File: src/rtl/phy_regs_pkg.sv
// Package for the paged bias and MAC-side control register slice.
// Assumes an APB slave with 32-bit data, one register per aligned word.
package phy_regs_pkg;
    // Printed register numbers are indices; byte address is four times
    localparam logic [4:0] mac_ctrl_index = 5'h10;
    localparam logic [4:0] bias_a_index = 5'h1d;
    localparam logic [4:0] bias_b_index = 5'h1e;
    localparam logic [4:0] page_sel_index = 5'h16;
    localparam logic [4:0] swreset_index = 5'h00;
    localparam logic [4:0] status_index = 5'h01;
    localparam logic [1:0] bias_page = 2'h0;
    localparam logic [1:0] mac_page = 2'h2;
    // Field positions
    localparam int fifo_depth_hi = 15;
    localparam int fifo_depth_lo = 14;
    localparam int fast_off_bit = 9;
    localparam int mid_off_bit = 8;
    localparam int resv_one_bit = 7;
    localparam int rxclk_up_bit = 3;
    localparam int swreset_bit = 15;
    // Writable mask of mac_side_control_one: reserved bit 7 writable, other reserved bits kept at reset value
    localparam logic [15:0] mac_ctrl_mask = 16'hc388;
    localparam logic [15:0] mac_ctrl_reset = 16'h0088;
    localparam logic [15:0] bias_reset = 16'h0000;
    localparam logic [1:0] fifo_depth_reset = 2'h0;
    typedef enum logic [1:0] {
        depth_16_type, depth_24_type, depth_32_type, depth_40_type
    } fifo_depth_type;
endpackage

File: src/rtl/strap_follow.sv
// Strap edge follower: holds the current strap level and reports edges.
// Assumes the strap is synchronous to pclk.
`timescale 1ns/1ps
`default_nettype none
module strap_follow (
    input wire logic pclk,
    input wire logic presetn,
    input wire logic strap,
    output logic rise,
    output logic fall
);
    logic armed;
    logic last;
    logic next_armed;
    logic next_last;

    always_comb begin
        next_armed = 1'b1;
        next_last = strap;
    end

    always_ff @(posedge pclk or negedge presetn) begin
        if (!presetn) begin
            armed <= 1'b0;
            last <= 1'b0;
        end else begin
            armed <= next_armed;
            last <= next_last;
        end
    end

    // No edge reported before the first sample after reset release
    assign rise = armed & strap & ~last;
    assign fall = armed & ~strap & last;
endmodule // strap_follow
`default_nettype wire

File: src/rtl/phy_bias_mac_ctrl_regs.sv
// Paged bias tuning and MAC-side control registers with APB access.
// Assumes synchronous straps and a single pclk domain.
`timescale 1ns/1ps
`default_nettype none
// Behaviour
// - FIFO depth field selects elastic depth
// - Fast clock disable acts after software reset
// - Fast disable follows strap level and edges
// - Mid disable follows its strap similarly
// - Reserved bit 7 reads one, reloads
// - Receive clock bit gates powered-down stop
// - Receive clock change applies at software reset
// - Bias, depth, disables survive software reset
module phy_bias_mac_ctrl_regs (
    input wire logic pclk,
    input wire logic presetn,
    input wire logic psel,
    input wire logic penable,
    input wire logic pwrite,
    input wire logic [31:0] paddr,
    input wire logic [31:0] pwdata,
    output logic [31:0] prdata,
    output logic pready,
    output logic pslverr,
    input wire logic fast_clock_off_strap,
    input wire logic mid_clock_off_strap,
    input wire logic phy_powered_down,
    output logic [1:0] fifo_depth,
    output logic fast_clock_off,
    output logic mid_clock_off,
    output logic rx_clock_may_stop,
    output logic [15:0] bias_tune_a,
    output logic [15:0] bias_tune_b
);
    logic [15:0] mac_ctrl;
    logic [15:0] next_mac_ctrl;
    logic [15:0] next_bias_a;
    logic [15:0] next_bias_b;
    logic [1:0] page;
    logic [1:0] next_page;
    logic strap_loaded;
    logic next_strap_loaded;
    logic applied_fast_off;
    logic next_applied_fast_off;
    logic applied_rx_up;
    logic next_applied_rx_up;
    logic [1:0] next_fifo_depth;
    logic next_mid_off;
    logic next_fast_off;
    logic next_rx_may_stop;
    logic [31:0] next_prdata;
    logic [4:0] index;
    logic access;
    logic wr;
    logic hit;
    logic sw_reset;
    logic fast_rise;
    logic fast_fall;
    logic mid_rise;
    logic mid_fall;

    strap_follow fast_edges (
        .pclk(pclk),
        .presetn(presetn),
        .strap(fast_clock_off_strap),
        .rise(fast_rise),
        .fall(fast_fall)
    );

    strap_follow mid_edges (
        .pclk(pclk),
        .presetn(presetn),
        .strap(mid_clock_off_strap),
        .rise(mid_rise),
        .fall(mid_fall)
    );

    assign index = paddr[6:2];
    assign access = psel & penable;
    assign wr = access & pwrite;
    assign pready = 1'b1;

    // Unmapped or wrong-page addresses answer with an error
    always_comb begin
        hit = 1'b0;
        if (paddr[31:7] == 25'h0 && paddr[1:0] == 2'h0) begin
            case (index)
                phy_regs_pkg::page_sel_index: hit = 1'b1;
                phy_regs_pkg::swreset_index: hit = 1'b1;
                phy_regs_pkg::status_index: hit = 1'b1;
                phy_regs_pkg::mac_ctrl_index:
                    hit = (page == phy_regs_pkg::mac_page);
                phy_regs_pkg::bias_a_index,
                phy_regs_pkg::bias_b_index:
                    hit = (page == phy_regs_pkg::bias_page);
                default: hit = 1'b0;
            endcase
        end
    end
    assign pslverr = access & ~hit;
    assign sw_reset = wr & hit & (index == phy_regs_pkg::swreset_index)
        & pwdata[phy_regs_pkg::swreset_bit];

    always_comb begin
        next_page = page;
        next_bias_a = bias_tune_a;
        next_bias_b = bias_tune_b;
        next_mac_ctrl = mac_ctrl;
        next_strap_loaded = 1'b1;
        next_applied_fast_off = applied_fast_off;
        next_applied_rx_up = applied_rx_up;
        if (wr && hit) begin
            case (index)
                phy_regs_pkg::page_sel_index: next_page = pwdata[1:0];
                phy_regs_pkg::bias_a_index: next_bias_a = pwdata[15:0];
                phy_regs_pkg::bias_b_index: next_bias_b = pwdata[15:0];
                phy_regs_pkg::mac_ctrl_index:
                    next_mac_ctrl =
                        (pwdata[15:0] & phy_regs_pkg::mac_ctrl_mask)
                        | (mac_ctrl & ~phy_regs_pkg::mac_ctrl_mask);
                default: next_page = page;
            endcase
        end
        // Straps load after release; a strap edge wins over a write
        if (!strap_loaded) begin
            next_mac_ctrl[phy_regs_pkg::fast_off_bit] =
                fast_clock_off_strap;
            next_mac_ctrl[phy_regs_pkg::mid_off_bit] =
                mid_clock_off_strap;
        end else begin
            if (fast_rise) begin
                next_mac_ctrl[phy_regs_pkg::fast_off_bit] = 1'b1;
            end
            if (fast_fall) begin
                next_mac_ctrl[phy_regs_pkg::fast_off_bit] = 1'b0;
            end
            if (mid_rise) begin
                next_mac_ctrl[phy_regs_pkg::mid_off_bit] = 1'b1;
            end
            if (mid_fall) begin
                next_mac_ctrl[phy_regs_pkg::mid_off_bit] = 1'b0;
            end
        end
        // Disruptive bits only reach the logic on software reset or, for fast disable, the strap load
        if (sw_reset || !strap_loaded) begin
            next_applied_fast_off = !strap_loaded ? fast_clock_off_strap
                : mac_ctrl[phy_regs_pkg::fast_off_bit];
        end
        if (sw_reset) begin
            next_applied_rx_up = mac_ctrl[phy_regs_pkg::rxclk_up_bit];
            next_mac_ctrl[phy_regs_pkg::resv_one_bit] = 1'b1;
            // Bias, depth and clock disables are retained here
        end
    end

    // Read data loads in the setup cycle; refused reads return zero
    always_comb begin
        next_prdata = prdata;
        if (psel && !penable && !pwrite && !hit) begin
            next_prdata = 32'h0000_0000;
        end else if (psel && !penable && !pwrite) begin
            case (index)
                phy_regs_pkg::page_sel_index: next_prdata = {30'h0, page};
                phy_regs_pkg::mac_ctrl_index: next_prdata = {16'h0, mac_ctrl};
                phy_regs_pkg::bias_a_index: next_prdata = {16'h0, bias_tune_a};
                phy_regs_pkg::bias_b_index: next_prdata = {16'h0, bias_tune_b};
                phy_regs_pkg::status_index:
                    next_prdata = {29'h0, applied_fast_off, applied_rx_up,
                        rx_clock_may_stop};
                default: next_prdata = 32'h0000_0000;
            endcase
        end
    end

    always_ff @(posedge pclk or negedge presetn) begin
        if (!presetn) begin
            page <= 2'h0;
            bias_tune_a <= phy_regs_pkg::bias_reset;
            bias_tune_b <= phy_regs_pkg::bias_reset;
            mac_ctrl <= phy_regs_pkg::mac_ctrl_reset;
            strap_loaded <= 1'b0;
            applied_fast_off <= 1'b0;
            applied_rx_up <= 1'b1;
            prdata <= 32'h0000_0000;
        end else begin
            page <= next_page;
            bias_tune_a <= next_bias_a;
            bias_tune_b <= next_bias_b;
            mac_ctrl <= next_mac_ctrl;
            strap_loaded <= next_strap_loaded;
            applied_fast_off <= next_applied_fast_off;
            applied_rx_up <= next_applied_rx_up;
            prdata <= next_prdata;
        end
    end

    always_comb begin
        next_fifo_depth = mac_ctrl[phy_regs_pkg::fifo_depth_hi:
            phy_regs_pkg::fifo_depth_lo];
        next_mid_off = mac_ctrl[phy_regs_pkg::mid_off_bit];
        // Only the applied copy drives the clock, never the register bit
        next_fast_off = applied_fast_off;
        // Stop allowed only once a cleared bit has been applied
        next_rx_may_stop = ~applied_rx_up & phy_powered_down;
    end

    always_ff @(posedge pclk or negedge presetn) begin
        if (!presetn) begin
            fifo_depth <= phy_regs_pkg::fifo_depth_reset;
            mid_clock_off <= 1'b0;
            fast_clock_off <= 1'b0;
            rx_clock_may_stop <= 1'b0;
        end else begin
            fifo_depth <= next_fifo_depth;
            mid_clock_off <= next_mid_off;
            fast_clock_off <= next_fast_off;
            rx_clock_may_stop <= next_rx_may_stop;
        end
    end

    // Applied copies move only on a software reset or the strap load
    fast_hold_a: assert property (@(posedge pclk) disable iff (!presetn)
        strap_loaded && !sw_reset |=> $stable(applied_fast_off))
        else $error("fast clock disable changed without software reset");
    fast_out_a: assert property (@(posedge pclk) disable iff (!presetn)
        ##1 fast_clock_off == $past(applied_fast_off))
        else $error("fast clock output does not follow applied bit");
    rx_apply_a: assert property (@(posedge pclk) disable iff (!presetn)
        sw_reset |=> applied_rx_up
            == $past(mac_ctrl[phy_regs_pkg::rxclk_up_bit]))
        else $error("receive clock bit not applied on software reset");
    rx_hold_a: assert property (@(posedge pclk) disable iff (!presetn)
        !sw_reset |=> $stable(applied_rx_up))
        else $error("receive clock bit applied without software reset");
    rx_stop_a: assert property (@(posedge pclk) disable iff (!presetn)
        applied_rx_up |=> !rx_clock_may_stop)
        else $error("receive clock may stop while held up");
    rx_may_stop_a: assert property (@(posedge pclk) disable iff (!presetn)
        !applied_rx_up && phy_powered_down |=> rx_clock_may_stop)
        else $error("receive clock kept up although allowed to stop");

    // Strap level at load, then strap edges, own the disable bits
    strap_load_a: assert property (@(posedge pclk) disable iff (!presetn)
        !strap_loaded |=> mac_ctrl[phy_regs_pkg::fast_off_bit]
            == $past(fast_clock_off_strap)
            && mac_ctrl[phy_regs_pkg::mid_off_bit]
            == $past(mid_clock_off_strap))
        else $error("clock disables not loaded from straps");
    fast_edge_a: assert property (@(posedge pclk) disable iff (!presetn)
        fast_rise && strap_loaded |=> mac_ctrl[phy_regs_pkg::fast_off_bit])
        else $error("fast strap rise did not set disable");
    fast_fall_a: assert property (@(posedge pclk) disable iff (!presetn)
        fast_fall && strap_loaded |=> !mac_ctrl[phy_regs_pkg::fast_off_bit])
        else $error("fast strap fall did not clear disable");
    mid_edge_a: assert property (@(posedge pclk) disable iff (!presetn)
        mid_fall && strap_loaded |=> !mac_ctrl[phy_regs_pkg::mid_off_bit])
        else $error("mid strap fall did not clear disable");
    mid_rise_a: assert property (@(posedge pclk) disable iff (!presetn)
        mid_rise && strap_loaded |=> mac_ctrl[phy_regs_pkg::mid_off_bit])
        else $error("mid strap rise did not set disable");
    mid_out_a: assert property (@(posedge pclk) disable iff (!presetn)
        ##1 mid_clock_off == $past(mac_ctrl[phy_regs_pkg::mid_off_bit]))
        else $error("mid clock output does not follow disable bit");

    // Software reset keeps tuning state and reloads bit seven
    resv_one_a: assert property (@(posedge pclk) disable iff (!presetn)
        sw_reset |=> mac_ctrl[phy_regs_pkg::resv_one_bit])
        else $error("reserved bit seven not reloaded");
    bias_keep_a: assert property (@(posedge pclk) disable iff (!presetn)
        sw_reset |=> $stable(bias_tune_a) && $stable(bias_tune_b))
        else $error("bias lost on software reset");
    depth_keep_a: assert property (@(posedge pclk) disable iff (!presetn)
        sw_reset |=> $stable(mac_ctrl[
            phy_regs_pkg::fifo_depth_hi:phy_regs_pkg::fifo_depth_lo]))
        else $error("fifo depth lost on software reset");
    off_keep_a: assert property (@(posedge pclk) disable iff (!presetn)
        sw_reset && strap_loaded && !fast_rise && !fast_fall
        |=> $stable(mac_ctrl[phy_regs_pkg::fast_off_bit]))
        else $error("fast clock disable lost on software reset");
    depth_out_a: assert property (@(posedge pclk) disable iff (!presetn)
        ##1 fifo_depth == $past(mac_ctrl[
            phy_regs_pkg::fifo_depth_hi:phy_regs_pkg::fifo_depth_lo]))
        else $error("fifo depth output does not follow field");

    // Refused accesses: wrong page or unmapped address
    page_gate_a: assert property (@(posedge pclk) disable iff (!presetn)
        access && index == phy_regs_pkg::bias_a_index
        && page != phy_regs_pkg::bias_page |-> pslverr)
        else $error("bias register reachable off page");
    page_mac_a: assert property (@(posedge pclk) disable iff (!presetn)
        access && index == phy_regs_pkg::mac_ctrl_index
        && page != phy_regs_pkg::mac_page |-> pslverr)
        else $error("mac control register reachable off page");
    refused_write_a: assert property (@(posedge pclk) disable iff (!presetn)
        wr && pslverr
        |=> $stable(bias_tune_a) && $stable(bias_tune_b) && $stable(page))
        else $error("refused write changed a register");
    refused_read_a: assert property (@(posedge pclk) disable iff (!presetn)
        access && !pwrite && pslverr |-> prdata == 32'h0000_0000)
        else $error("refused read returned data");
endmodule // phy_bias_mac_ctrl_regs
`default_nettype wire

File: config.mk
export PLATFORM = sky130hd
export DESIGN_NAME = phy_bias_mac_ctrl_regs
export DESIGN_NICKNAME = d
export VERILOG_FILES = /design/src/rtl/phy_regs_pkg.sv /design/src/rtl/strap_follow.sv /design/src/rtl/phy_bias_mac_ctrl_regs.sv
export SDC_FILE = /design/constraint.sdc
export NUM_CORES = 1
export LEC_CHECK = 0
export BUFFER_PORTS_ARGS = -buffer_cell sky130_fd_sc_hd__buf_4
export CAP_MARGIN = 20
export CORE_MARGIN = 4
export CORE_UTILIZATION = 51
export DETAILED_ROUTE_END_ITERATION = 8
export GPL_ROUTABILITY_DRIVEN = 0
export HOLD_SLACK_MARGIN = 0.03
export MAX_ROUTING_LAYER = met4
export PLACE_DENSITY = 0.86
export SLEW_MARGIN = 5
export SYNTH_ARGS = -nofsm -noshare
export SYNTH_HDL_FRONTEND = slang
export SYNTH_SLANG_ARGS = --single-unit
File: constraint.sdc
create_clock -name pclk -period 3.2 [get_ports pclk]
set_clock_uncertainty 0.1 [all_clocks]
set_input_delay 0.48 -clock pclk [delete_from_list [all_inputs] [get_ports pclk]]
set_output_delay 0.48 -clock pclk [all_outputs]
set_load 0.03 [all_outputs]
Yosys cells after proc, flatten, opt, wreduce, memory -nomap -nowiden. Index checks and enable logic that the tools add are counted.

Reductions and logical operators: 26. Bitwise operators: 22. Mux-type cells: 14. Equal/unequal tests: 10.

Operators with widths (count): case mux 16 bit (5 select lines) (1); two-way mux 32 bit (2); zero test 25 bit (1); == test 5 bit, second input constant (4); two-way mux 10 bit (2); OR 16 x 14 -> 16 bit (1); bitwise AND 1 bit (15); AND reduction 2 bit (7); inequality test 4 x 2 -> 1 bit, second input constant (2); inequality test 4 bit, second input constant (2); two-way mux 1 bit (7); inverter 1 bit (6); nonzero test 2 bit (3); == test 5 x 1 -> 1 bit, second input constant (1); logical AND 1 bit (5); zero test 5 bit (1); zero test 1 bit (4); zero test 2 bit (2); case mux 1 bit (3 select lines) (1); OR reduction 3 bit (1); == test 2 bit, second input constant (1); two-way mux 2 bit (1); OR reduction 2 bit (1); logical OR 1 bit (1).

Logic and storage cells: 89. Flip-flop bits (word level): 92.

Longest topological paths before layout. Gate-level depths: netlist (run 1).

Depth after elaboration: 9. Gate-level depth with buffers: 7. Depth with buffers taken out: 5.

Cells and area by module. From an unflattened synthesis (run 1), not the netlist that was laid out.

Cells, all modules: 269. Area total of the unflattened synthesis: 3270.6 um2.

Modules (own cells, without submodules): phy_bias_mac_ctrl_regs (cells an instance 259, area an instance 3128.0 um2, instances 1, seq. area each 1605.3 um2); strap_follow (cells an instance 5, area an instance 71.3 um2, instances 2, seq. area each 50.0 um2).

Worst setup path before layout (run 1). No wires, ideal clock.

Path type: input to register. From: input paddr[3]. To: register bias_tune_a[10]. Stages on the path: 7. Required time: 2975 ps. Arrival time: 2129 ps. Path slack: 845 ps. Library setup time: 125 ps. Cells stage by stage: buf_2 -> nor4_4 -> a32oi_2 -> o32ai_4 -> nand4_4 -> buf_6 -> mux2_4.

Longest elaborated chain between the ends: 6.

RTL lines: start: declaration (line phy_bias_mac_ctrl_regs.sv:20) `input wire logic [31:0] paddr,`; == test 5 x 1 -> 1 bit, or another cell as far along (line phy_bias_mac_ctrl_regs.sv:87) `case (index)`; OR reduction 3 bit (no source line) / OR reduction 2 bit (equally long branches); case mux 1 bit (3 select lines) (line phy_bias_mac_ctrl_regs.sv:87); two-way mux 1 bit (line phy_bias_mac_ctrl_regs.sv:86) `if (paddr[31:7] == 25'h0 && paddr[1:0] == 2'h0) begin`; logical AND 1 bit (line phy_bias_mac_ctrl_regs.sv:112) `if (wr && hit) begin`; AND reduction 2 bit (no source line) *; end signal: assignment (line phy_bias_mac_ctrl_regs.sv:178) `bias_tune_a <= phy_regs_pkg::bias_reset;`; end signal: assignment (line phy_bias_mac_ctrl_regs.sv:187) `bias_tune_a <= next_bias_a;`; end: declaration (line phy_bias_mac_ctrl_regs.sv:32) `output logic [15:0] bias_tune_a,`.

Mark *: on every way between the ends. The rest lies on a longest branch, timed or not. A chain may end at the register's enable or synchronous reset.

Worst setup path after layout (run 1).
From: register page[1]. To: output pslverr.

Longest elaborated chain between the ends: 5.

RTL lines: start: declaration (line phy_bias_mac_ctrl_regs.sv:39) `logic [1:0] page;`; start signal: assignment (line phy_bias_mac_ctrl_regs.sv:186) `page <= next_page;`; == test 2 bit / zero test 2 bit (equally long branches) (line phy_bias_mac_ctrl_regs.sv:92, phy_bias_mac_ctrl_regs.sv:95); case mux 1 bit (3 select lines) * (line phy_bias_mac_ctrl_regs.sv:87); two-way mux 1 bit * (line phy_bias_mac_ctrl_regs.sv:86); inverter 1 bit * (line phy_bias_mac_ctrl_regs.sv:100) `assign pslverr = access & ~hit;`; bitwise AND 1 bit * (line phy_bias_mac_ctrl_regs.sv:100); end: declaration (line phy_bias_mac_ctrl_regs.sv:24) `output logic pslverr,`.

Marked as above.

==> run_results.csv, run 1 <==
group,metric,value,unit
outcome,status,"complete, no violations",
routing,drt_iter0_markers,253,
clock_network,clockBufferDepth,2,
synthesis,synthAdderAreaFrac,0,%
synthesis,synthSimpleGateAreaFrac,11.69,%
clock_network,clk_latency,0.33,ns
critical_path,r2r-start,"page[1]",
critical_path,critPathTopFamily,"compound AO/OA/AOI/OAI gates",
clock_network,cts-buffers-inserted,9,
critical_path,setup.worst_path.end_class,"output port",
critical_path,cp.buffers_inverters,1,
sta,relSlewSlack,46.33,%
synthesis,synth_top_family_by_area,"multiplexers",
sta,finalSetupViolCount,0,
synthesis,synth_seq_cells,66,
routing,wl,8.379,mm
die,row_count,28,
synthesis,ys_types,48,
sta,fin_crit,2.561,ns
routing,vias,2563,
routing,wl_per_cell,18.83,microns
layout,num-fill-cells,449,
placed_design,dpl.hpwl,6.103,mm
critical_path,path_cells,"nor2b_1 > a32oi_2 > o32ai_4 > a21oi_1 > buf_4",
clock_network,post_cts_buffers,0,
die,start_util,52.86,%
synthesis,ys_seq_area_share,52.27,%
critical_path,r2r_slack,0.69,ns
global_routing,grt_pass1_vias,2544,
flow_run,maxCapViolations,0,
sta,tns,0,ns
synthesis,syn_avg_cell_area,12.47,sq um
global_routing,grt-busiest-layer,"met2",
synthesis,synthCells,254,
layout,final_cell_area,4156,sq um
layout,antennaDiodeCount,0,
critical_path,cp.depth,5,
clock_network,clock-root-buffer,"clkbuf_8",
synthesis,synth_warnings,0,
global_routing,antenna_found_initial,0,
clock_network,cts_max_level,3,
routing,postRouteAntennaNets,0,
layout,fin_nets,437,
die,die_w,86.80,microns
critical_path,cp.required,2.62,ns
layout,drive_above_1_share,47.03,%
synthesis,muxShareOfSynthArea,15.88,%
global_routing,grt_usage,23.95,%
clock_network,cts_resized,0,
sta,drv_slew,0,
die,die_h,86.80,microns
min_path,hp-class,"input port to async pin",
critical_path,rr_endpoint,"bias_tune_a[6]",
clock_network,cts.clk_slew.worst_paths,0.07,ns
global_routing,grt_max_degree,67,
global_routing,grtUsageMet3,4.943,%
placed_design,port_buffers,109,
critical_path,crit_start,"page[1]",
die,ios,143,
critical_path,r2r_cells,5,
sta,final-hold-violation-count,0,
pwr,power.density,404.6,nW/um^2
synthesis,synth-compound-area-share,12.76,%
synthesis,synth_area,3167,sq um
die,die_area,7534,sq um
synthesis,synth_top_flop_cell,"dfrtp_1",
pwr,ir_drop,0.0003229,V
sta,fin_ws,0.6393,ns
layout,utilization,69.38,%
critical_path,crit_slowest_cell,"o32ai_4",
sta,rsz0062_at_grt,"false",
global_routing,grt_pass1_wl,13.15,mm
critical_path,cp-endpoint,"pslverr",
sta,max_freq,0.3905,GHz
clock_network,cts_tree,"yes",
synthesis,synth_edf_count,0,
placed_design,placed_cell_area,3970,sq um
critical_path,critPathMaxFanout,10,
routing,firstDrtPassIters,5,
pwr,p_leak,2.139,nW
clock_network,cts_hold_buf,0,
synthesis,synthArstFlopShare,100.0,%
clock_network,clkSinkCount,66,
layout,areaGrowthSynthToFinish,31.25,%
global_routing,grt_use_met2,38.85,%
critical_path,crit_arrival,1.98,ns
sta,tightest_slew,0.8051,ns
routing,post-route-drc-count,0,
sta,post-route-period-util,80.02,%
global_routing,grt_use_met1,29.05,%
critical_path,cpPeakStageDelay,0.57,ns
synthesis,synth_xor_area_share,0.2766,%
routing,viasPerCell,5.760,
global_routing,overflow,0,
critical_path,crit_type,"flop to output port",
die,core,5991,sq um
critical_path,cp-start-kind,"flop",
placed_design,place_ws,0.3790,ns
==> cells in the mapped netlist, types with 2 or more instances <==
cell type	n	area, sq um
conb_1	2	7.510
dfrtp_1	63	1577
buf_6	3	33.78
nand3_1	5	25.02
mux2_2	18	202.7
buf_2	3	15.01
or3_1	2	12.51
and3_1	4	25.02
a21oi_1	2	10.01
a22oi_1	7	52.55
o21ai_0	19	95.09
nor2_1	4	15.01
o221ai_1	2	17.52
inv_1	5	18.77
a222oi_1	6	60.06
buf_4	17	127.6
nand4_4	2	42.54
nor2b_1	2	12.51
a22o_1	3	26.28
nor4_1	9	56.30
nand4_1	3	18.77
dfstp_2	3	78.83
nand2_1	21	78.83
mux2_4	20	300.3
a221oi_1	2	17.52
clkbuf_1	5	18.77
==> state kept, by name, indices dropped and copies added, names as in the netlist <==
register,flops
bias_tune_a,16
fast_edges.last,1
fast_clock_off,1
page,2
mid_edges.armed,1
bias_tune_b,16
applied_fast_off,1
mac_ctrl,6
fifo_depth,2
rx_clock_may_stop,1
prdata,16
mid_clock_off,1
mid_edges.last,1
applied_rx_up,1
==> worst register-to-register path: cells and delay by family (launching register included) <==
family | cells | cell delay, ns
compound gates | 2 | 0.73
simple gates | 2 | 0.69
mux | 1 | 0.47
flops | 1 | 0.41
==> where the power goes <==
| part | total, W | switching, W | internal, W |
|---|---|---|---|
| Clock | 0.000666 | 0.000309 | 0.000357 |
| Combinational | 0.000167 | 0.000101 | 0.0000657 |
| Sequential | 0.000849 | 0.00000618 | 0.000843 |
| Total | 0.00168 | 0.000416 | 0.00127 |
==> stage by stage <==
| step | hold WS [ns] | cells | total power, W |
|---|---|---|---|
| 2_1_floorplan | 0.08441 | 270 | 0.0009552 |
| 3_3_place_gp | 0.2838 | 429 | 0.001026 |
| 3_5_place_dp | 0.2853 | 429 | 0.001031 |
| 4_1_cts | 0.1554 | 445 | 0.001691 |
| 5_1_grt | 0.1519 | 445 | 0.001747 |
| 6_report | 0.1295 | 445 | 0.001682 |
==> layout make-up <==
cell class | instances | area (sq um) | area share [%]
multi-input cells | 170 | 1354 | 32.57
flip-flops and latches | 66 | 1655 | 39.83
repair buffers | 113 | 848.3 | 20.41
clock inverters | 5 | 55.05 | 1.325
inverters | 5 | 18.77 | 0.4515
well taps | 75 | 93.84 | 2.258
clock buffers | 11 | 131.4 | 3.161
==> cell usage in the layout (no fill, tap or decap), types with 2 or more instances in the layout <==
master | netlist | layout
nor2b_1 | 2 | 2
inv_1 | 5 | 5
a22o_1 | 3 | 3
clkbuf_8 | 0 | 9
nand4_4 | 2 | 2
or3_1 | 2 | 2
mux2_2 | 18 | 18
o221ai_1 | 2 | 2
nand4_1 | 3 | 3
a22oi_1 | 7 | 7
a222oi_1 | 6 | 6
dfrtp_1 | 63 | 63
clkinv_2 | 0 | 2
dfstp_2 | 3 | 3
buf_4 | 17 | 113
nor2_1 | 4 | 4
nand3_1 | 5 | 5
and3_1 | 4 | 4
o21ai_0 | 19 | 19
a221oi_1 | 2 | 2
conb_1 | 2 | 18
a21oi_1 | 2 | 2
nor4_1 | 9 | 9
clkinvlp_4 | 0 | 2
clkbuf_1 | 5 | 2
mux2_4 | 20 | 20
nand2_1 | 21 | 21
==> kinds of logic (layout without fill, tap and decap cells) <==
| group | after synthesis | count (layout) |
|---|---|---|
| buf+inv | 34 | 134 |
| xor+xnor | 1 | 1 |
| flops | 66 | 66 |
| compound gates | 52 | 52 |
| mux | 38 | 38 |
| other cells | 2 | 18 |
| simple gates | 61 | 61 |
==> routing by layer <==
| layer | up-vias | share of wire (%) |
|---|---|---|
| li1 | 1140 | - |
| met4 | 0 | 1.3 |
| met5 | - | 0 |
| met1 | 1292 | 37 |
| met3 | 7 | 8.0 |
| met2 | 124 | 53 |
==> how the worst min path moves through the flow <==
| stage | startpoint | end | slack (ns) | cells after the start |
|---|---|---|---|---|
| 2_1_floorplan | presetn | applied_fast_off | 0.08 | 0 |
| 3_3_place_gp | mac_ctrl[14] | fifo_depth[0] | 0.28 | 0 |
| 3_5_place_dp | mac_ctrl[14] | fifo_depth[0] | 0.29 | 0 |
| 4_1_cts | presetn | bias_tune_b[3] | 0.16 | 1 |
| 5_1_grt | fast_clock_off_strap | fast_edges.last | 0.15 | 1 |
| 6_report | presetn | bias_tune_a[0] | 0.13 | 1 |
Power figures use the tool's default switching activity.
==> run 2: changes to the inputs <==
--- a/config.mk
+++ b/config.mk
@@ -8,12 +8,12 @@
 export BUFFER_PORTS_ARGS = -buffer_cell sky130_fd_sc_hd__buf_4
 export CAP_MARGIN = 20
 export CORE_MARGIN = 4
-export CORE_UTILIZATION = 51
+export CORE_UTILIZATION = 47
 export DETAILED_ROUTE_END_ITERATION = 8
 export GPL_ROUTABILITY_DRIVEN = 0
 export HOLD_SLACK_MARGIN = 0.03
 export MAX_ROUTING_LAYER = met4
-export PLACE_DENSITY = 0.86
+export PLACE_DENSITY = 0.8
 export SLEW_MARGIN = 5
 export SYNTH_ARGS = -nofsm -noshare
 export SYNTH_HDL_FRONTEND = slang
==> constraint.sdc (replaced) <==
create_clock -name pclk -period 2.6 [get_ports pclk]
set_clock_uncertainty 0.1 [all_clocks]
set_input_delay 0.39 -clock pclk [delete_from_list [all_inputs] [get_ports pclk]]
set_output_delay 0.39 -clock pclk [all_outputs]
set_load 0.03 [all_outputs]
==> run 2 against run 1 <==
Cell count increased by 1.8%. Flip-flop and latch count unchanged. Setup slack got worse by 0.43 ns. Register-to-register slack got worse by 0.25 ns. Die area increased by 7.7%. Hold slack got worse by 0.10 ns. Critical path type unchanged. Count of clock-buffer cells in the layout increased by 1. First-iteration DRC count decreased by 43%. Via count decreased by 1.3%. Largest cell class unchanged. Global-route usage decreased by 3.2 points. Critical endpoint unchanged. Combinational power increased by 22%. Largest power group unchanged.
==> run_results.csv, run 2 (synthesis results as in run 1) <==
group,metric,value,unit
routing,wl_per_cell,18.27,microns
critical_path,cpPeakStageDelay,0.48,ns
routing,drt_iter0_markers,143,
placed_design,port_buffers,109,
sta,tightest_slew,0.8103,ns
die,row_count,29,
pwr,power.density,492.7,nW/um^2
critical_path,cp.buffers_inverters,1,
global_routing,grt_usage,20.73,%
die,die_h,90.09,microns
clock_network,clockBufferDepth,2,
die,ios,143,
clock_network,cts-buffers-inserted,9,
layout,antennaDiodeCount,0,
sta,tns,0,ns
sta,max_freq,0.4182,GHz
layout,fin_nets,443,
critical_path,critPathTopFamily,"compound AO/OA/AOI/OAI gates",
placed_design,placed_cell_area,4018,sq um
min_path,hp-class,"input port to async pin",
routing,postRouteAntennaNets,0,
critical_path,crit_type,"flop to output port",
clock_network,cts_resized,0,
sta,fin_crit,2.391,ns
clock_network,clkSinkCount,66,
critical_path,path_cells,"nor2b_1 > a32oi_2 > o32ai_4 > a21oi_1 > buf_4",
clock_network,clk_latency,0.33,ns
clock_network,cts_max_level,3,
critical_path,setup.worst_path.end_class,"output port",
sta,drv_slew,0,
critical_path,critPathMaxFanout,8,
outcome,status,"complete, no violations",
sta,post-route-period-util,91.96,%
sta,relSlewSlack,45.98,%
clock_network,cts_tree,"yes",
routing,vias,2529,
critical_path,crit_slowest_cell,"o32ai_4",
die,die_w,90.09,microns
placed_design,dpl.hpwl,5.990,mm
pwr,p_leak,2.172,nW
clock_network,clock-root-buffer,"clkbuf_8",
routing,firstDrtPassIters,5,
critical_path,cp.required,2.11,ns
layout,final_cell_area,4215,sq um
clock_network,cts.clk_slew.worst_paths,0.08,ns
die,core,6459,sq um
global_routing,grt_pass1_wl,13.22,mm
routing,wl,8.277,mm
sta,finalSetupViolCount,0,
critical_path,crit_arrival,1.90,ns
pwr,ir_drop,0.0003245,V
sta,final-hold-violation-count,0,
die,start_util,49.03,%
global_routing,grt_pass1_vias,2686,
layout,mostFrequentLayoutCells,"buf_4, dfrtp_1, nand2_1",
clock_network,post_cts_buffers,0,
global_routing,antenna_found_initial,0,
global_routing,grt_max_degree,67,
layout,num-fill-cells,517,
layout,reg_top3,"bias_tune_a: 16 flops, bias_tune_b: 16 flops, prdata: 16 flops",
routing,viasPerCell,5.583,
layout,multi_input_area,1354,sq um
layout,drive_above_1_share,48.40,%
sta,rsz0062_at_grt,"false",
die,die_area,8115,sq um
critical_path,cp-start-kind,"flop",
layout,regArea,1655,sq um
layout,utilization,65.27,%
layout,areaGrowthSynthToFinish,33.11,%
clock_network,cts_hold_buf,0,
global_routing,overflow,0,
routing,post-route-drc-count,0,
flow_run,maxCapViolations,0,
layout,final_common_cell,"buf_4",
[run 2: cell types whose count changed in the layout (fill, tap and decap cells not counted)]
cell | previous run | this run
buf_4 | 113 | 119
clkinv_4 | 0 | 1
clkinv_2 | 2 | 0
bufinv_16 | 1 | 0
clkbuf_1 | 2 | 0
inv_6 | 0 | 1
clkbuf_8 | 9 | 12
[run 2: final cells by class]
type	instances	share of cell area, %
multi-input cells	170	32.12
clock inverters	4	0.7717
inverters	5	0.4452
clock buffers	12	3.918
flip-flops and latches	66	39.27
well taps	77	2.286
repair buffers	119	21.19
[run 2: layer usage]
metal  up-vias  routed length (microns)  global-route usage [%]
met3        18                      555                   4.508
li1       1158                        -                       -
met5         -                        0                       -
met1      1247                     3265                   23.81
met2       106                     4273                   34.16
met4         0                      182                   10.71
[run 2: worst register-to-register path: cells and delay by family, from the launching register on]
kind / cells / cell delay, ns
DFF: 1 / 0.44
buffers and inverters: 1 / 0.25
AOI/OAI and AO/OA: 2 / 0.64
muxes: 1 / 0.32
and+or+nand+nor: 2 / 0.31
[run 2: path summary, 6_finish.rpt]
| path | from | endpoint | slack (ns) | cells past startpoint |
|---|---|---|---|---|
| setup / recovery | page[1] | pslverr | 0.21 | 5 |
| hold / removal | presetn | prdata[11] | 0.03 | 1 |
| setup reg to reg | page[1] | bias_tune_a[9] | 0.44 | 6 |
| hold reg to reg | mac_ctrl[14] | fifo_depth[0] | 0.30 | 0 |
| max in group asynchronous | presetn | bias_tune_b[3] | 1.82 | 1 |
| min in group pclk | fast_clock_off_strap | fast_edges.last | 0.09 | 1 |
[run 2: metrics by stage]
stage	cells	worst slack, ns	total power (W)	hold slack, ns
final	453	0.2089	0.002077	0.02561
after global routing	453	0.1006	0.002155	0.07928
after CTS	453	0.2081	0.002092	0.06868
after detailed placement	437	0.2382	0.001269	0.2932
after global placement	437	0.2724	0.001263	0.2827
after floorplan	270	0.3354	0.001176	-0.005591
[run 2: power by group]
group	switching, W	leakage [nW]	internal (W)
combinational	0.000122	1.19	0.0000821
sequential	0.00000766	0.890	0.00104
clock	0.000399	0.0952	0.000429
total	0.000528	2.17	0.00155
==> run 3: changes to the inputs <==
--- a/config.mk
+++ b/config.mk
@@ -5,15 +5,16 @@
 export SDC_FILE = /design/constraint.sdc
 export NUM_CORES = 1
 export LEC_CHECK = 0
+export ABC_AREA = 1
 export BUFFER_PORTS_ARGS = -buffer_cell sky130_fd_sc_hd__buf_4
 export CAP_MARGIN = 20
 export CORE_MARGIN = 4
-export CORE_UTILIZATION = 47
+export CORE_UTILIZATION = 48
 export DETAILED_ROUTE_END_ITERATION = 8
 export GPL_ROUTABILITY_DRIVEN = 0
 export HOLD_SLACK_MARGIN = 0.03
 export MAX_ROUTING_LAYER = met4
-export PLACE_DENSITY = 0.8
+export PLACE_DENSITY = 0.81
 export SLEW_MARGIN = 5
 export SYNTH_ARGS = -nofsm -noshare
 export SYNTH_HDL_FRONTEND = slang
==> run 3 against run 2 <==
Total power down 0.50%. Flip-flop and latch count stayed put. Wire length increased by 4.4%. Die area rose by 0.96%. Critical path type is now input port to output port. Maximum frequency up 17%. Synthesized area increased by 3.2%. Combinational power rose by 30%. Hold slack improved by 0.011 ns. Design area rose by 0.92%. Largest power group unchanged.
==> run_results.csv, run 3 <==
group,metric,value,unit
global_routing,overflow,0,
clock_network,cts_tree,"yes",
global_routing,antenna_found_initial,0,
synthesis,synth_edf_count,0,
critical_path,crit_arrival,1.55,ns
sta,relSlewSlack,45.86,%
synthesis,synth_seq_cells,66,
sta,drv_slew,0,
clock_network,clock-root-buffer,"clkbuf_8",
routing,viasPerCell,5.192,
die,core,6495,sq um
clock_network,clkSinkCount,66,
critical_path,path_cells,"buf_4 > inv_1 > nand2_1 > nor3_1 > nor2_1 > nand3_2 > a21oi_1 > buf_4",
pwr,p_leak,2.290,nW
critical_path,cpPeakStageDelay,0.36,ns
clock_network,clk_latency,0.34,ns
synthesis,ys_seq_area_share,50.65,%
sta,max_freq,0.4895,GHz
sta,rsz0062_at_grt,"false",
routing,wl,8.643,mm
sta,post-route-period-util,78.57,%
outcome,status,"complete, no violations",
critical_path,cp.required,2.11,ns
global_routing,grt_max_degree,67,
synthesis,yosysTopAreaCell,"dfrtp_1",
critical_path,crit_slowest_cell,"nor3_1",
clock_network,clockBufferDepth,2,
sta,fin_crit,2.043,ns
sta,finalSetupViolCount,0,
critical_path,critPathMaxFanout,7,
sta,final-hold-violation-count,0,
critical_path,crit_type,"input port to output port",
synthesis,synthCells,404,
clock_network,cts.clk_slew.worst_paths,0.08,ns
synthesis,synth_most_common_cell,"nand2_1",
sta,fin_ws,0.5573,ns
layout,reg_top3,"bias_tune_a: 16 flops, bias_tune_b: 16 flops, prdata: 16 flops",
layout,drive_above_1_share,27.72,%
die,row_count,29,
critical_path,setup.worst_path.end_class,"output port",
layout,num-fill-cells,541,
global_routing,grt_usage,22.15,%
die,die_w,90.52,microns
synthesis,synthArstFlopShare,100.0,%
die,start_util,50.32,%
die,ios,143,
synthesis,synth_top_flop_cell,"dfrtp_1",
clock_network,cts_max_level,3,
sta,tns,0,ns
die,die_area,8193,sq um
min_path,hp-class,"input port to async pin",
routing,vias,3115,
layout,antennaDiodeCount,0,
synthesis,yosys-top-cells-count,"nand2_1, dfrtp_1, inv_1",
critical_path,cp-start-kind,"input port",
synthesis,synth_area,3268,sq um
layout,final_common_cell,"buf_4",
pwr,ir_drop,0.0002473,V
synthesis,yosysTopAreaCellShare,48.24,%
sta,tightest_slew,0.8120,ns
global_routing,grt_pass1_vias,2994,
synthesis,ys_top_cells_by_area,"dfrtp_1, nand2_1, inv_1",
routing,drt_iter0_markers,207,
global_routing,grt_pass1_wl,14.32,mm
synthesis,syn_avg_cell_area,8.089,sq um
layout,mostFrequentLayoutCells,"buf_4, nand2_1, dfrtp_1",
pwr,power.density,485.8,nW/um^2
layout,fin_nets,590,
die,die_h,90.52,microns
clock_network,cts-buffers-inserted,9,
routing,postRouteAntennaNets,0,
clock_network,cts_hold_buf,0,
routing,firstDrtPassIters,5,
synthesis,synth_warnings,0,
clock_network,cts_resized,0,
routing,post-route-drc-count,0,
flow_run,maxCapViolations,0,
clock_network,post_cts_buffers,0,
synthesis,ys_types,28,
placed_design,port_buffers,109,
placed_design,place_ws,0.2841,ns
routing,wl_per_cell,14.41,microns
layout,areaGrowthSynthToFinish,30.17,%
critical_path,cpMostUsedCell,"buf_4",
placed_design,dpl.hpwl,6.499,mm
run 3: changes by cell type in the layout (fill, tap and decap cells not counted), moves of 18 or more:
cell	previous run	this run
inv_1	5	50
mux2_2	18	0
mux2_4	20	0
nand2_1	21	107
nand3_1	5	26
nor2_1	4	27
o21ai_1	0	28
run 3: layout make-up:
class,instances,area (sq um),area share (%)
Sequential cell,66,1655,38.91
Multi-Input combinational cell,272,1266,29.76
Timing Repair Buffer,117,878.3,20.65
Inverter,52,195.2,4.588
Clock buffer,11,131.4,3.088
Tap cell,77,96.34,2.265
Clock inverter,5,31.28,0.7353
run 3: cell families (layout without fill, tap and decap cells):
group                  count (synthesis)  after routing  synth area share, %
other                                  2             18               0.2298
AOI/OAI and AO/OA                     74             74                12.63
DFF                                   66             66                50.65
and+or+nand+nor                      180            180                24.04
buffers and inverters                 82            185                12.44
run 3: metal layers:
layer	GRT usage [%]	up-vias	share of wire (%)	routed length, microns
li1	-	1494	-	-
met1	27.84	1467	40	3494
met2	35.45	144	49	4273
met3	5.333	10	8.5	735
met4	6.888	0	1.6	139
met5	-	-	0	0
run 3: worst paths after layout:
check / endpoint / cells after the start / from / slack, ns
setup / recovery: pslverr / 8 / paddr[5] / 0.56
hold / removal: prdata[10] / 1 / presetn / 0.04
setup reg to reg: bias_tune_a[10] / 8 / page[1] / 0.74
hold reg to reg: mid_clock_off / 0 / mac_ctrl[8] / 0.31
max in group asynchronous: bias_tune_b[14] / 1 / presetn / 1.83
min in group pclk: fast_edges.last / 1 / fast_clock_off_strap / 0.07
run 3: critical path, delay by kind of cell:
| kind | cells | cell delay [ns] |
|---|---|---|
| AND/OR/NAND/NOR | 4 | 0.70 |
| buffers and inverters | 3 | 0.35 |
| AO/OA/AOI/OAI | 1 | 0.11 |
run 3: power by group:
part / internal (W) / switching, W / leakage, nW
clock network: 0.000343 / 0.000393 / 0.0831
logic: 0.0000986 / 0.000167 / 1.47
registers: 0.00105 / 0.0000145 / 0.738
run 3: through the flow:
stage | util (%) | hold WS (ns) | total power [W] | cells | instance area [sq um]
final | 65.50 | 0.03703 | 0.002066 | 600 | 4254
after global routing | 65.50 | 0.06299 | 0.002158 | 600 | 4254
after CTS | 65.50 | 0.06743 | 0.002073 | 600 | 4254
after detailed placement | 62.99 | 0.3027 | 0.001350 | 584 | 4091
after global placement | 62.99 | 0.2941 | 0.001343 | 584 | 4091
after floorplan | - | -0.005591 | 0.001230 | 420 | 3328
